===== src/logic/ddrc_pkg.sv =====
// shared constants and types of the clock and reset generator
// assumes every derived waveform is produced on the single reference clock
package ddrc_pkg;

  // one full-rate period is split into this many phase steps
  localparam int PHASES = 16;
  localparam int PH_W = 4;
  localparam int HR_W = PH_W + 1;

  localparam int REF_CLK_PERIOD_NS = 5;
  localparam int REF_CLK_MHZ = 200;

  // lock settling time after a (re)start of the generator
  localparam int LOCK_TIME_NS = 320;
  localparam int LOCK_CYCLES = (LOCK_TIME_NS + REF_CLK_PERIOD_NS - 1) / REF_CLK_PERIOD_NS;
  localparam int LOCK_W = 8;

  // scan clock: half-rate system clock divided by SCAN_DIV
  localparam int SCAN_MAX_MHZ = 100;
  localparam int SCAN_DIV = 2;
  localparam int SCAN_RATIO = 2 * PHASES * SCAN_DIV;

  // phase offsets in steps, positive means earlier
  localparam logic [PH_W-1:0] MEM_OFF = 4'h0;
  localparam logic [PH_W-1:0] WR_LEAD = 4'h4;
  localparam logic [PH_W-1:0] HALF_TURN = 4'h8;
  localparam logic [PH_W-1:0] RESYNC_RST_OFF = 4'h0;
  localparam logic [PH_W-1:0] MEASURE_RST_OFF = 4'h0;
  localparam logic [PH_W-1:0] AC_TRIM_RST = 4'h0;
  localparam logic [HR_W-1:0] SYS_OFF = 5'h00;

  typedef enum logic [1:0] {
    AC_0   = 2'h0,
    AC_90  = 2'h1,
    AC_180 = 2'h2,
    AC_270 = 2'h3
  } ddrc_ac_phase_e;

  typedef enum logic [1:0] {
    SH_RESYNC  = 2'h0,
    SH_MEASURE = 2'h1,
    SH_ADDR_CMD = 2'h2,
    SH_NONE    = 2'h3
  } ddrc_shift_sel_e;

  typedef enum logic [2:0] {
    ST_IDLE    = 3'h1,
    ST_LOCKING = 3'h2,
    ST_LOCKED  = 3'h4
  } ddrc_state_e;

endpackage


===== src/logic/ddrc_phase_out.sv =====
// one phase-shifted clock waveform plus its domain reset
// assumes base advances by one every reference cycle while run is high
`timescale 1ns/1ps
`default_nettype none
module ddrc_phase_out #(
  parameter int W = 4
) (
  input wire logic clk,
  input wire logic srst,
  input wire logic run,
  input wire logic [W-1:0] base,
  input wire logic [W-1:0] offset,
  output logic clk_q,
  output logic rst_q
);
  logic [W-1:0] pos;
  logic wave;

  assign pos = base + offset;
  // high in the first half of each period
  assign wave = ~pos[W-1];

  always_ff @(posedge clk) begin
    if (srst || !run) begin
      clk_q <= 1'b0;
    end else begin
      clk_q <= wave;
    end
  end

  // release only on this clock's own rising edge
  always_ff @(posedge clk) begin
    if (srst || !run) begin
      rst_q <= 1'b1;
    end else if (wave && !clk_q) begin
      rst_q <= 1'b0;
    end
  end
endmodule
`default_nettype wire


===== src/logic/ddrc_clk_rst_gen.sv =====
// clock and reset generator of the memory phy: phased clocks, scan clock, domain resets
// assumes step requests come from logic on REF_CLK; GLOBAL_RESET_N is an async pin
//
// What this block does
// - The generator offers at least 16 selectable phase steps of its fastest clock.
// - A low global reset restarts the generator and relocks so all phases are re-set.
// - The scan clock is the half-rate system clock divided down, kept below 100 MHz.
// - The write-data clock leads the full-rate memory clock by 90 degrees.
// - The addr/cmd clock comes from the memory clock at 0/180 and the write clock at 90/270.
// - The chip-select clock is made with the addr/cmd clock's offset and follows its phase.
// - The read resync clock phase is held where calibration centres it in the data window.
// - A free-running vt measurement clock is provided for drift tracking.
// - Calibration and tracking can shift selected clock phases at run time.
// - Half-rate clocks run at half the memory clock rate, full-rate ones at its rate.
`timescale 1ns/1ps
`default_nettype none
module ddrc_clk_rst_gen (
  input wire logic REF_CLK,
  input wire logic SRST,
  input wire logic GLOBAL_RESET_N,
  input wire ddrc_pkg::ddrc_ac_phase_e AC_PHASE_SEL,
  input wire logic PHASE_STEP,
  input wire ddrc_pkg::ddrc_shift_sel_e PHASE_SEL,
  input wire logic PHASE_UP,
  output logic PHASE_DONE,
  output logic PLL_LOCKED,
  output logic HALF_RATE_SYSTEM_CLOCK,
  output logic HALF_RATE_MEMORY_CLOCK,
  output logic FULL_RATE_MEMORY_CLOCK,
  output logic WRITE_DATA_CLOCK,
  output logic ADDR_CMD_CLOCK,
  output logic CHIP_SELECT_CLOCK,
  output logic READ_RESYNC_CLOCK,
  output logic VT_MEASURE_CLOCK,
  output logic SCAN_CLOCK,
  output logic SYS_RST,
  output logic MEM_RST,
  output logic WRITE_RST,
  output logic ADDR_CMD_RST,
  output logic RESYNC_RST,
  output logic MEASURE_RST
);
  import ddrc_pkg::*;

  ddrc_state_e state_q;
  logic gr_meta_q;
  logic gr_sync_q;
  logic [LOCK_W-1:0] lock_cnt_q;
  logic locked_q;
  logic [HR_W-1:0] base_q;
  logic [PH_W-1:0] resync_off_q;
  logic [PH_W-1:0] measure_off_q;
  logic [PH_W-1:0] ac_trim_q;
  logic [PH_W-1:0] ac_src_off;
  logic [PH_W-1:0] ac_off;
  logic step_ok;
  logic done_q;
  logic sys_prev_q;
  logic scan_q;
  logic meas_prev_q;
  logic meas_step_q;
  logic [4:0] meas_gap_q;

  // pin crosses two flops before anything reads it
  always_ff @(posedge REF_CLK) begin
    if (SRST) begin
      gr_meta_q <= 1'b0;
      gr_sync_q <= 1'b0;
    end else begin
      gr_meta_q <= GLOBAL_RESET_N;
      gr_sync_q <= gr_meta_q;
    end
  end

  always_ff @(posedge REF_CLK) begin
    if (SRST || !gr_sync_q) begin
      state_q <= ST_IDLE;
      lock_cnt_q <= '0;
    end else begin
      case (state_q)
        ST_IDLE: begin
          state_q <= ST_LOCKING;
          lock_cnt_q <= '0;
        end
        ST_LOCKING: begin
          if (lock_cnt_q == LOCK_W'(LOCK_CYCLES - 1)) begin
            state_q <= ST_LOCKED;
          end
          lock_cnt_q <= lock_cnt_q + 1'b1;
        end
        ST_LOCKED: begin
          state_q <= ST_LOCKED;
        end
        default: begin
          state_q <= ST_IDLE;
        end
      endcase
    end
  end

  assign locked_q = (state_q == ST_LOCKED);
  assign PLL_LOCKED = locked_q;

  // phase counter restarts at zero on every relock, so all phases re-align
  always_ff @(posedge REF_CLK) begin
    if (SRST || !locked_q) begin
      base_q <= '0;
    end else begin
      base_q <= base_q + 1'b1;
    end
  end

  assign step_ok = PHASE_STEP && locked_q;

  // run-time phase moves, one step per request
  always_ff @(posedge REF_CLK) begin
    if (SRST || !locked_q) begin
      resync_off_q <= RESYNC_RST_OFF;
      measure_off_q <= MEASURE_RST_OFF;
      ac_trim_q <= AC_TRIM_RST;
    end else if (step_ok) begin
      case (PHASE_SEL)
        SH_RESYNC: resync_off_q <= PHASE_UP ? resync_off_q + 1'b1 : resync_off_q - 1'b1;
        SH_MEASURE: measure_off_q <= PHASE_UP ? measure_off_q + 1'b1 : measure_off_q - 1'b1;
        SH_ADDR_CMD: ac_trim_q <= PHASE_UP ? ac_trim_q + 1'b1 : ac_trim_q - 1'b1;
        default: ac_trim_q <= ac_trim_q;
      endcase
    end
  end

  always_ff @(posedge REF_CLK) begin
    if (SRST) begin
      done_q <= 1'b0;
    end else begin
      done_q <= step_ok;
    end
  end

  assign PHASE_DONE = done_q;

  // source is the memory or write clock, the other two settings invert it
  always_comb begin
    ac_src_off = MEM_OFF;
    if (AC_PHASE_SEL == AC_90 || AC_PHASE_SEL == AC_270) begin
      ac_src_off = MEM_OFF + WR_LEAD;
    end
    ac_off = ac_src_off + ac_trim_q;
    if (AC_PHASE_SEL == AC_90 || AC_PHASE_SEL == AC_180) begin
      ac_off = ac_src_off + ac_trim_q + HALF_TURN;
    end
  end

  // half-rate uses the full counter, full-rate its low bits
  ddrc_phase_out #(.W(HR_W)) u_sys (
    .clk(REF_CLK), .srst(SRST), .run(locked_q), .base(base_q), .offset(SYS_OFF),
    .clk_q(HALF_RATE_SYSTEM_CLOCK), .rst_q(SYS_RST));
  ddrc_phase_out #(.W(HR_W)) u_hmem (
    .clk(REF_CLK), .srst(SRST), .run(locked_q), .base(base_q), .offset(SYS_OFF),
    .clk_q(HALF_RATE_MEMORY_CLOCK), .rst_q());
  ddrc_phase_out #(.W(PH_W)) u_mem (
    .clk(REF_CLK), .srst(SRST), .run(locked_q), .base(base_q[PH_W-1:0]), .offset(MEM_OFF),
    .clk_q(FULL_RATE_MEMORY_CLOCK), .rst_q(MEM_RST));
  ddrc_phase_out #(.W(PH_W)) u_wr (
    .clk(REF_CLK), .srst(SRST), .run(locked_q), .base(base_q[PH_W-1:0]),
    .offset(MEM_OFF + WR_LEAD), .clk_q(WRITE_DATA_CLOCK), .rst_q(WRITE_RST));
  ddrc_phase_out #(.W(PH_W)) u_ac (
    .clk(REF_CLK), .srst(SRST), .run(locked_q), .base(base_q[PH_W-1:0]), .offset(ac_off),
    .clk_q(ADDR_CMD_CLOCK), .rst_q(ADDR_CMD_RST));
  // same offset as addr/cmd so chip select never drifts from it
  ddrc_phase_out #(.W(PH_W)) u_cs (
    .clk(REF_CLK), .srst(SRST), .run(locked_q), .base(base_q[PH_W-1:0]), .offset(ac_off),
    .clk_q(CHIP_SELECT_CLOCK), .rst_q());
  ddrc_phase_out #(.W(PH_W)) u_rsy (
    .clk(REF_CLK), .srst(SRST), .run(locked_q), .base(base_q[PH_W-1:0]),
    .offset(resync_off_q), .clk_q(READ_RESYNC_CLOCK), .rst_q(RESYNC_RST));
  ddrc_phase_out #(.W(PH_W)) u_mea (
    .clk(REF_CLK), .srst(SRST), .run(locked_q), .base(base_q[PH_W-1:0]),
    .offset(measure_off_q), .clk_q(VT_MEASURE_CLOCK), .rst_q(MEASURE_RST));

  // divide by SCAN_DIV on rising half-rate edges; ratio SCAN_RATIO keeps it far below the limit
  always_ff @(posedge REF_CLK) begin
    if (SRST || !locked_q) begin
      sys_prev_q <= 1'b0;
      scan_q <= 1'b0;
    end else begin
      sys_prev_q <= HALF_RATE_SYSTEM_CLOCK;
      if (HALF_RATE_SYSTEM_CLOCK && !sys_prev_q) begin
        scan_q <= ~scan_q;
      end
    end
  end

  assign SCAN_CLOCK = scan_q;

  // cycles since the last measure rise; a later step stretches one period, so a taken
  // measure step restarts the count one cycle after it lands
  always_ff @(posedge REF_CLK) begin
    if (SRST || !locked_q) begin
      meas_prev_q <= 1'b0;
      meas_step_q <= 1'b0;
      meas_gap_q <= '0;
    end else begin
      meas_prev_q <= VT_MEASURE_CLOCK;
      meas_step_q <= step_ok && (PHASE_SEL == SH_MEASURE);
      if ((VT_MEASURE_CLOCK && !meas_prev_q) || meas_step_q) begin
        meas_gap_q <= '0;
      end else if (meas_gap_q != 5'h1F) begin
        meas_gap_q <= meas_gap_q + 5'h01;
      end
    end
  end
endmodule
`default_nettype wire


===== config.mk =====
export PLATFORM = sky130hd
export DESIGN_NAME = ddrc_clk_rst_gen
export DESIGN_NICKNAME = d
export VERILOG_FILES = /design/src/logic/ddrc_pkg.sv /design/src/logic/ddrc_phase_out.sv /design/src/logic/ddrc_clk_rst_gen.sv
export SDC_FILE = /design/constraint.sdc
export NUM_CORES = 1
export LEC_CHECK = 0
export BUFFER_PORTS_ARGS = -buffer_cell sky130_fd_sc_hd__buf_2
export CAP_MARGIN = 20
export CORE_UTILIZATION = 30
export CTS_BUF_LIST = sky130_fd_sc_hd__clkbuf_8
export DETAILED_ROUTE_END_ITERATION = 10
export GPL_ROUTABILITY_DRIVEN = 0
export GPL_TIMING_DRIVEN = 0
export MAX_ROUTING_LAYER = met4
export SYNTH_ARGS = -nofsm -noshare
export SYNTH_HDL_FRONTEND = slang
export SYNTH_SLANG_ARGS = --single-unit

===== constraint.sdc =====
create_clock -name REF_CLK -period 3.9 [get_ports REF_CLK]
set_input_delay 0.195 -clock REF_CLK [delete_from_list [all_inputs] [get_ports REF_CLK]]
set_output_delay 0.195 -clock REF_CLK [all_outputs]
set_load 0.05 [all_outputs]

## Word level (Yosys, flattened, before mapping)

Cells that the tools add are included.

| operators by class | value |
|---|---|
| add/sub/neg operators | 14 |
| equality and inequality tests | 10 |
| muxes and demuxes | 8 |
| bitwise logic cells | 7 |
| reduce and logical (&&, ||, !) cells | 26 |

Operators by type and width:

| cell | number |
|---|---|
| 4-bit adder | 4 |
| 4-bit two-way mux | 4 |
| 8-bit one-hot mux with 2 select lines | 1 |
| 4-bit by 1-bit adder with 4-bit output, second input constant | 3 |
| 4-bit by 1-bit subtractor with 4-bit output, second input constant | 3 |
| 1-bit logical NOT | 9 |
| 3-bit one-hot mux with 3 select lines | 1 |
| 8-bit by 1-bit adder with 8-bit output, second input constant | 1 |
| 8-bit by 6-bit == test with 1-bit output, second input constant | 1 |
| 1-bit logical AND | 8 |
| 1-bit NOT | 7 |
| 2-bit == test, second input constant | 3 |
| 3-bit two-way mux | 2 |
| 2-bit AND reduction | 3 |
| 5-bit by 1-bit adder with 5-bit output, second input constant | 1 |
| 4-bit by 3-bit adder with 4-bit output, second input constant | 1 |
| 4-bit adder, second input constant | 1 |
| 2-bit by 1-bit == test with 1-bit output, second input constant | 2 |
| 1-bit logical OR | 4 |
| 3-bit by 1-bit == test with 1-bit output, second input constant | 1 |
| 3-bit by 2-bit == test with 1-bit output, second input constant | 1 |
| 3-bit == test, second input constant | 1 |
| 2-bit logical NOT | 1 |
| 2-bit != test, second input constant | 1 |
| 2-bit nonzero test | 1 |

| word-level totals | value |
|---|---|
| register bits | 45 |
| bits of input ports | 9 |
| word-level logic and storage cells | 88 |

## Depth between registers and ports, before layout

Gate-level depths: netlist (run 1).

| logic depth | value |
|---|---|
| depth after elaboration | 9 |
| gate-level depth with buffers | 9 |
| mapped depth without buffers | 9 |

## Hierarchy

Synthesis (run 1) repeated with hierarchy kept, for this count alone.

| unflattened totals | value |
|---|---|
| cell total of the unflattened synthesis | 320 |
| area total of the unflattened synthesis | 2957.8 um^2 |

Modules (own cells, without submodules):

| module | instances | cells an instance | area an instance (um^2) | seq. area each (um^2) |
|---|---|---|---|---|
| ddrc_clk_rst_gen | 1 | 188 | 1716.6 | 660.6 |
| ddrc_phase_out at u_ac ... | 6 | 16 | 150.1 | 40.0 |
| ddrc_phase_out at u_hmem ... | 2 | 18 | 170.2 | 40.0 |

## Worst setup path after synthesis (run 1)

OpenSTA, ideal clock, no wires.

| timing path | value |
|---|---|
| path kind | in2reg |
| start | input port AC_PHASE_SEL[0] |
| end | register u_ac.rst_q |
| setup time | 0.115 ns |
| data arrival time | 1.731 ns |
| path slack | 2.054 ns |
| stages on the path | 8 |
| buffers on the path | 0 |
| cell sequence | ha_1 -> or2_2 -> ha_1 -> ha_1 -> nand4_1 -> a211oi_1 -> mux2i_1 -> o21a_1 |

| between the ends | value |
|---|---|
| longest elaborated chain between the ends | 9 |

Ends and longest elaborated chain:

| item | RTL line | source |
|---|---|---|
| start, declared | ddrc_clk_rst_gen.sv:21 | `input wire ddrc_pkg::ddrc_ac_phase_e AC_PHASE_SEL,` |
| 2-bit by 1-bit == test with 1-bit output / 2-bit == test (equally long branches) | ddrc_clk_rst_gen.sv:144, ddrc_clk_rst_gen.sv:148 |  |
| 1-bit logical OR | ddrc_clk_rst_gen.sv:144 | `if (AC_PHASE_SEL == AC_90 \|\| AC_PHASE_SEL == AC_270) begin` |
| 3-bit two-way mux | ddrc_clk_rst_gen.sv:144 |  |
| 4-bit adder | ddrc_clk_rst_gen.sv:147, ddrc_clk_rst_gen.sv:149 |  |
| 4-bit adder | ddrc_clk_rst_gen.sv:149 | `ac_off = ac_src_off + ac_trim_q + HALF_TURN;` |
| 4-bit two-way mux (*) | ddrc_clk_rst_gen.sv:148 | `if (AC_PHASE_SEL == AC_90 \|\| AC_PHASE_SEL == AC_180) begin` |
| 4-bit adder (*) | ddrc_phase_out.sv:19 | `assign pos = base + offset;` |
| 1-bit NOT (*) | ddrc_phase_out.sv:21 | `assign wave = ~pos[W-1];` |
| 1-bit logical AND (*) | ddrc_phase_out.sv:35 | `end else if (wave && !clk_q) begin` |
| end signal, assigned | ddrc_phase_out.sv:34 | `rst_q <= 1'b1;` |
| end signal, assigned | ddrc_phase_out.sv:36 | `rst_q <= 1'b0;` |
| end, declared | ddrc_phase_out.sv:14 | `output logic rst_q` |

Every way passes the cells marked *; elsewhere a longest branch is shown, timed or not.
A chain may end at the register's enable or synchronous reset.

## Worst setup path after layout (run 1)

| timing path | value |
|---|---|
| start | register state_q[2] |
| end | output port PLL_LOCKED |

| between the ends | value |
|---|---|
| longest elaborated chain between the ends | 1 |

Ends and longest elaborated chain:

| item | RTL line | source |
|---|---|---|
| start, declared | ddrc_clk_rst_gen.sv:45 | `ddrc_state_e state_q;` |
| start signal, assigned | ddrc_clk_rst_gen.sv:77 | `state_q <= ST_IDLE;` |
| start signal, assigned | ddrc_clk_rst_gen.sv:82 | `state_q <= ST_LOCKING;` |
| start signal, assigned | ddrc_clk_rst_gen.sv:87 | `state_q <= ST_LOCKED;` |
| 3-bit == test | ddrc_clk_rst_gen.sv:101 | `assign locked_q = (state_q == ST_LOCKED);` |
| end, declared | ddrc_clk_rst_gen.sv:26 | `output logic PLL_LOCKED,` |

No other way between the ends.

==> results of run 1 <==
==> worst paths after layout <==
| kind | from | end |
|---|---|---|
| max | state_q[2] | PLL_LOCKED |
| min | GLOBAL_RESET_N | gr_meta_q |
| max reg2reg | state_q[2] | resync_off_q[3] |
| min reg2reg | gr_meta_q | gr_sync_q |
==> placed cells by master, fill, tap and decap left out, types with 3 or more instances in the layout <==
cell      count
dfxtp_1      45
buf_2        26
nor2_1       25
a21oi_1      18
ha_1         18
nand2_1      15
xnor2_1      11
nand3_1      10
nand2b_1      8
o21ai_0       8
clkbuf_1      7
mux2i_1       7
xor2_1        7
nor2b_1       6
clkbuf_8      6
inv_1         5
and2_1        5
a31o_2        3
a211oi_1      3
o21bai_1      3
nor3_1        3
o21ai_1       3
fa_1          3
==> state kept, by name, indices dropped and copies added (netlist names), 3 cells and up <==
| register | flops |
|---|---|
| ac_trim_q | 4 |
| base_q | 5 |
| lock_cnt_q | 8 |
| measure_off_q | 4 |
| resync_off_q | 4 |
| state_q | 3 |
==> metal layers <==
metal	GRT usage (%)	part of all wire (%)
met1	15.1	49
met2	20.4	48
met3	2.62	2.6
met4	1.61	0.15
met5	-	0
==> worst max-delay path: cells and delay by family, from the launching register on <==
kind          cells  cell delay (ps)
buf+inv           2              640
flops             1              380
simple gates      2              360
==> through the flow <==
stage / instance area, um2 / setup WS, ps
after CTS: 2670 / 2030
after global placement: 2570 / 1840
after detailed placement: 2570 / 1780
final: 2670 / 2030
after global routing: 2670 / 1850
after floorplan: 2320 / 2050
==> cells by family (layout without fill, tap and decap cells) <==
group | after synthesis | count (layout) | share of synthesized area, %
AOI/OAI and AO/OA | 51 | 51 | 14.3
xor gates and xnor gates | 18 | 18 | 6.80
adders and majority gates | 21 | 21 | 12.3
buffers and inverters | 16 | 49 | 3.29
DFF | 45 | 45 | 38.8
muxes | 9 | 9 | 3.99
and+or+nand+nor | 90 | 90 | 20.4
==> where the power goes <==
group	total [uW]	internal [uW]	switching [uW]
Clock	302	144	158
Sequential	462	460	1.39
Combinational	31.4	13.7	17.7
Total	795	618	177
==> area by class of cell <==
type	count	area [um2]
multi-input cells	189	1340
clock buffers	6	82.6
plain buffers	11	57.6
flip-flops and latches	45	901
repair buffers	25	125
clock inverters	2	13.8
well taps	99	124
inverters	5	18.8
fillers	758	4700
==> results.txt, run 1 <==
Leak: 0.00108 uW
Critical Path Sink Type: primary output
Core Box Area: 7370 um2
Vias per Instance: 4.66
number of buffers added on ports: 25
CTS sink count: 45
drt drc: 0
Antenna Nets Post-Route: 0
sequential area share after synthesis: 38.8%
Final Max Tran Viols: 0
total routed wirelength: 4.53 mm
endpoints failing setup: 0
most common flop cell mapped by yosys: dfxtp_1
flop2flop setup slack: 2090 ps
Initial DRC Count: 59
top-count cell post-synth: dfxtp_1
RSZ-0062 raised after global routing: false
# hold bufs at CTS: 0
Die Footprint: 8090 um2
largest net degree at the start of global routing: 16
CTS resizes: 0
placed cells: 374
clock root buffer: clkbuf_8
CP peak stage delay: 380 ps
Initial Util: 31.5%
Synth Cell Area: 2320 um2
WS Path Type: reg2out
maximum clock path buffer count: 2
DP HPWL: 3.37 mm
# rows: 31
CTS H-Tree Depth: 2
CP Launch Type: register
worst r2r path cells: 5
Via Count: 1782
Num CTS Buffers: 5
initial antenna violation count: 0
layout cells sized above 1: 17.3%
# nets final: 312
CP max stage cell: dfxtp_1
Worst VDD drop: 104 uV
First-pass DRT Iterations: 4
post-route minimum period: 1870 ps
number of max-cap violations: 0
largest area contributor in the netlist: dfxtp_1
Netlist cell types: 48
filler-free cell count of the finished design: 382
power per cell area: 298 nW/um2
cells after synthesis: 250
final period utilization: 47.9%
grt ovf: 0
final setup skew: 8.02 ps
pin slew with the least headroom to its limit: 720 ps
Final Hold Vio Count: 0
CTS clock-pin slew for the worst setup and hold paths: 80 ps
crit path max fanout: 10
syn_area_per_cell: 9.28 um2
Worst Path Required: 3700 ps
# Post-CTS Setup Buffers: 0
die width: 89.9 um
Sum Neg Setup Slack: 0 ps
ant diodes: 0
Post-synth EDFFs: 0
first-pass GRT wire length: 7.85 mm
# IOs: 26
Clock Latency Late Sink: 290 ps
Total Routing Usage GR: 12.1%
WHS Path Cells: 2
Die Span Y: 89.9 um
Hold Path Class: in2reg
largest cells by area after synthesis: dfxtp_1, ha_1, xnor2_1
FFs w/ async S/R, synth: 0%
vias in the first global route: 1663
CP Cell Sequence: clkbuf_1 > nand2b_1 > nor2_1 > buf_2
Layout Utilization: 36.2%
Final Power: 795 uW
Worst EP arrival: 1670 ps
Avg WL per Cell: 11.9 um
flops & latches, synth: 45
Post-Syn Nets: 280
CTS tree: built
Area growth syn-to-layout: 14.9%
yosys warns: 0
Min Hold Slack: 115 ps
outcome: complete, no violations
Yosys top cell area share: 38.8%
top cells by count, synth: dfxtp_1, nor2_1, a21oi_1, ha_1, nand2_1
Max Fclk: 535 MHz
Max-slew headroom: 51.7%
No activity file was read; power rests on OpenSTA's default activity.
==> inputs of run 2 (changes only) <==
- clock period: 3.9 -> 1.7 ns (I/O delays scaled with it)
==> run 2 against run 1 <==
Compared with the run above: combinational power increased to 2.6 times the previous value; routed wire length increased by 4.6%; via count increased by 3.0%; final cell count decreased by 0.26%; sequential power increased by 130%; non-clock buffer count decreased by 1; hold slack got worse by 100 ps; sequential share of layout area decreased by 1.3 points; critical path depth increased by 1.
==> results.txt, run 2 (synthesis gave the netlist of run 1 again) <==
outcome: complete, no violations
final setup skew: 8.04 ps (+0.0251 ps)
CTS H-Tree Depth: 2 (unchanged)
Max-slew headroom: 62.5% (+11 points)
Max Fclk: 616 MHz
# rows: 31 (unchanged)
crit path max fanout: 5 (-5)
Num CTS Buffers: 5 (unchanged)
Avg WL per Cell: 12.4 um (+4.9%)
die width: 89.9 um (unchanged)
Core Box Area: 7370 um2 (unchanged)
Total Routing Usage GR: 12.8% (+0.75 points)
biggest regs: lock_cnt_q x8, base_q x5
met1 WL: 2.33 mm (+5.2%)
placed cells: 374 (unchanged)
final period utilization: 95.5%
Antenna Nets Post-Route: 0 (unchanged)
Leak: 0.00111 uW (+2.5%)
Final Hold Vio Count: 0 (unchanged)
Via Count: 1836 (+3.0%)
Final Max Tran Viols: 0 (unchanged)
Worst VDD drop: 346 uV (+230%)
filler-free cell count of the finished design: 381 (-0.26%)
CP Cell Sequence: ha_2 > nand3_1 > or4_1 > o21a_1 > nor3_1
post-layout worst setup margin: 77.3 ps (-1950 ps)
CTS clock-pin slew for the worst setup and hold paths: 90 ps (about the same)
Largest Register: lock_cnt_q
most common cell after layout, fill and taps aside: dfxtp_1
vias in the first global route: 1760 (+5.8%)
post-route minimum period: 1620 ps
power per cell area: 747 nW/um2 (+150%)
Critical Path Sink Type: register
number of max-cap violations: 0 (unchanged)
Clock Latency Late Sink: 300 ps (about the same)
clock root buffer: clkbuf_8
ant diodes: 0 (unchanged)
max reg flops: 8 (unchanged)
Area growth syn-to-layout: 20.8%
Vias per Instance: 4.82 (+3.3%)
Met3 Routed Length: 146 um (+25%)
# nets final: 311 (-0.32%)
Initial Util: 31.5% (unchanged)
first-pass GRT wire length: 8.24 mm (+4.9%)
drt drc: 0 (unchanged)
Hold Path Class: in2reg
CTS sink count: 45 (unchanged)
metal2 WL: 2.22 mm (+1.5%)
CP Launch Type: register
maximum clock path buffer count: 2 (unchanged)
DP HPWL: 3.44 mm (+2.1%)
largest net degree at the start of global routing: 16 (unchanged)
Worst EP arrival: 1840 ps (+170 ps)
Die Span Y: 89.9 um (unchanged)
number of buffers added on ports: 25 (unchanged)
# IOs: 26 (unchanged)
Sum Neg Setup Slack: 0 ps (unchanged)
pin slew with the least headroom to its limit: 562 ps (-158 ps)
initial antenna violation count: 0 (unchanged)
CTS tree: built
uppermost layer routed: met4
total routed wirelength: 4.74 mm (+4.6%)
CP max stage cell: or4_1
First-pass DRT Iterations: 4 (unchanged)
CP peak stage delay: 460 ps (+80 ps)
Final Power: 2090 uW (+160%)
Initial DRC Count: 73 (+24%)
layout cells sized above 1: 23.0% (+5.7 points)
Worst Path Required: 1920 ps (-1780 ps)
most frequent cells in the layout: dfxtp_1, nor2_1, buf_2
grt ovf: 0 (unchanged)
Die Footprint: 8090 um2 (unchanged)
pre-CTS setup slack: -233 ps (-2020 ps)
WS Path Type: reg2reg
endpoints failing setup: 0 (unchanged)
run 2: repair_timing:
action                                 4_1_cts  5_1_grt
endpoints found under the hold margin        0        0
pin swaps                                    0        1
resized for setup                            5       16
setup endpoints to repair                   15        4
buffers inserted                             0        0
hold buffers                                 0        0
cloned                                       0        0
run 2: final timing paths:
path,start,end,slack [ps],cells past startpoint
hold reg to reg,gr_meta_q,gr_sync_q,450,1
hold / removal,GLOBAL_RESET_N,gr_meta_q,10,2
setup / recovery,lock_cnt_q[1],state_q[2],80,5
setup reg to reg,lock_cnt_q[1],state_q[2],80,5
run 2: worst max-delay path, delay by kind of cell (launching register included):
family | cells | cell delay (ps)
compound gates | 1 | 190
fa+ha+maj | 1 | 250
flops | 1 | 410
simple gates | 3 | 710
run 2: cell type report:
class / instances / area, um2
Tap cell: 99 / 124
Timing Repair Buffer: 25 / 128
Inverter: 5 / 18.8
Clock buffer: 5 / 68.8
Sequential cell: 45 / 912
Multi-Input combinational cell: 189 / 1430
Clock inverter: 3 / 65.1
Buffer: 10 / 58.8
Fill cell: 756 / 4570
run 2: metrics by stage:
step | cell area (um2) | hold WS [ps] | utilization (%)
6_report | 2800 | 10.7 | 38.0
3_5_place_dp | 2590 | 330 | 35.2
2_1_floorplan | 2340 | 157 | -
5_1_grt | 2800 | 18.7 | 38.0
3_3_place_gp | 2590 | 327 | 35.2
4_1_cts | 2760 | 15.9 | 37.4
run 2: power breakdown:
group	internal, uW	total, uW	switching (uW)	leakage [uW]
clock network	584	955	371	0.0000681
logic	36.3	82.0	45.7	0.000675
registers	1050	1060	3.10	0.000366
total	1680	2090	420	0.00111
run 2: metal layers:
| layer | vias up | GRT usage (%) |
|---|---|---|
| met5 | - | - |
| met4 | 0 | 3.23 |
| met3 | 5 | 2.79 |
| met2 | 21 | 21.1 |
| met1 | 867 | 16.0 |
| li1 | 943 | - |
==> inputs of run 3 (changes only) <==
- GPL_TIMING_DRIVEN: 0 -> unset
- PLACE_DENSITY: unset -> 0.47
==> run 3 against run 2 <==
Compared with the run above: sequential share of layout area down 0.49 points; power is 5.1% lower; die area did not move; global-route usage shrank 0.44 points; cell area rose by 0.40%; setup slack better by 7.9 ps; non-clock buffer count grew 9; critical path depth did not move; final cell count increased by 2.4%; combinational power grew 3.2%; core utilization grew 0.15 points.
==> results.txt, run 3 (synthesis gave the netlist of run 1 again) <==
Antenna Nets Post-Route: 0 (unchanged)
post-route minimum period: 1610 ps (-7.92 ps)
Die Span Y: 89.9 um (unchanged)
Reg power frac: 53.2% (+2.7 points)
final setup skew: 12.4 ps (+4.32 ps)
Total Routing Usage GR: 12.4% (-0.44 points)
grt ovf: 0 (unchanged)
CP max stage cell: dfxtp_1
CP Cell Sequence: ha_1 > a31o_2 > a2111oi_2 > mux2i_1 > o21a_1
largest net degree at the start of global routing: 29 (+13)
FF-to-FF Start: base_q[1]
placed cells: 381 (+1.9%)
Avg WL per Cell: 11.9 um (-4.7%)
clock power share: 42.5% (-3.1 points)
RSZ-0062 raised after global routing: false
Num CTS Buffers: 5 (unchanged)
Via Count: 1789 (-2.6%)
Worst Setup SP: base_q[1]
Critical Path Sink Type: register
Worst VDD drop: 273 uV (-21%)
first-pass GRT wire length: 7.80 mm (-5.3%)
final period utilization: 95.0% (-0.47 points)
ant diodes: 0 (unchanged)
Largest Register: lock_cnt_q
CTS sink count: 45 (unchanged)
clock root buffer: clkbuf_8
biggest regs: lock_cnt_q x8, base_q x5
First-pass DRT Iterations: 4 (unchanged)
# fillers: 773 (+2.2%)
Final Hold Vio Count: 0 (unchanged)
max reg flops: 8 (unchanged)
# IOs: 26 (unchanged)
CTS clock-pin slew for the worst setup and hold paths: 100 ps (about the same)
power per cell area: 707 nW/um2 (-5.5%)
Gate power share: 4.3% (+0.4 points)
Initial Util: 31.5% (unchanged)
Core Box Area: 7370 um2 (unchanged)
WS Path Type: reg2reg
outcome: complete, no violations
filler-free cell count of the finished design: 390 (+2.4%)
number of max-cap violations: 0 (unchanged)
# nets final: 320 (+2.9%)
vias in the first global route: 1649 (-6.3%)
CTS H-Tree Depth: 2 (unchanged)
CP peak stage delay: 350 ps (-110 ps)
number of buffers added on ports: 25 (unchanged)
crit path max fanout: 3 (-2)
Placed Instance Area: 2680 um2 (+3.5%)
Vias per Instance: 4.59 (-4.8%)
Initial DRC Count: 46 (-37%)
drt drc: 0 (unchanged)
# rows: 31 (unchanged)
design area: 2810 um2 (+0.40%)
internal power: 1540 uW (-8.2%)
total net switching power: 450 uW (+7.4%)
Clock Latency Late Sink: 300 ps (about the same)
CP Launch Type: register
most frequent cells in the layout: dfxtp_1, nor2_1, buf_2
pin slew with the least headroom to its limit: 457 ps (-105 ps)
Die Footprint: 8090 um2 (unchanged)
# Post-CTS Setup Buffers: 0 (unchanged)
DP HPWL: 3.37 mm (-2.1%)
Hold Path Class: in2reg
min-delay src: SRST
die width: 89.9 um (unchanged)
Max-slew headroom: 69.5% (+7.0 points)
Final Max Tran Viols: 0 (unchanged)
layout cells sized above 1: 23.0% (-0.026 points)
Worst EP arrival: 1830 ps (about the same)
Area growth syn-to-layout: 21.3%
total routed wirelength: 4.63 mm (-2.4%)
Leak: 0.00116 uW (+4.6%)
Sum Neg Setup Slack: 0 ps (unchanged)
Max Fclk: 619 MHz (+0.49%)
endpoints failing setup: 0 (unchanged)
initial antenna violation count: 0 (unchanged)
Worst Path Required: 1910 ps (about the same)
most common cell after layout, fill and taps aside: dfxtp_1
CTS tree: built
maximum clock path buffer count: 2 (unchanged)
Switching Share: 22.7% (+2.6 points)
[run 3: area by class of cell]
type                            count  area, um2  share of cell area, %
Inverter                            5       18.8                  0.667
Multi-Input combinational cell    189       1370                   48.7
Clock inverter                      3       46.3                   1.65
Clock buffer                        5       68.8                   2.45
Tap cell                           99        124                   4.40
Sequential cell                    45        902                   32.1
Timing Repair Buffer               44        283                   10.0
[run 3: worst paths after layout]
check | slack [ps] | to | depth (start not counted)
max | 90 | u_ac.rst_q | 5
min | 6 | gr_sync_q | 2
max reg2reg | 90 | u_ac.rst_q | 5
min reg2reg | 440 | gr_sync_q | 1
[run 3: per-layer routing]
metal  part of all wire (%)  track usage (%)  vias up
li1                       -                -      946
met1                     50             15.6      824
met2                     46             19.4       13
met3                    2.1             2.79        6
met4                    1.5             4.44        0
met5                      0                -        -
[run 3: per-stage QoR]
stage | util (%) | hold WS [ps] | setup slack, ps | total power [uW]
final | 38.2 | 6.42 | 85.2 | 1990
after global routing | 38.2 | 4.02 | 35.6 | 2090
after CTS | 38.1 | 3.16 | 80.3 | 2020
after detailed placement | 36.4 | 315 | -166 | 1170
after global placement | 36.4 | 305 | -134 | 1160
after floorplan | - | 157 | 4.15 | 1140
[run 3: power groups by stage]
stage / combinational [uW] / sequential [uW] / clock [uW]
3_5_place_dp: 84.1 / 1080 / 0
4_1_cts: 86.0 / 1060 / 878
5_1_grt: 95.7 / 1060 / 932
6_report: 84.6 / 1060 / 846
3_3_place_gp: 81.9 / 1080 / 0
2_1_floorplan: 53.8 / 1080 / 0
[run 3: repair_timing]
item	4_1_cts	5_1_grt
hold endpoints to repair	1	0
resized for setup	0	2
hold buffers	1	0
endpoints found under the setup margin	0	3
[run 3: critical path, delay by kind of cell, from the launching register on]
kind	cells	cell delay, ps
adder cells (fa/ha/maj)	1	320
flip-flops	1	350
AO/OA/AOI/OAI	3	730
multiplexers	1	120
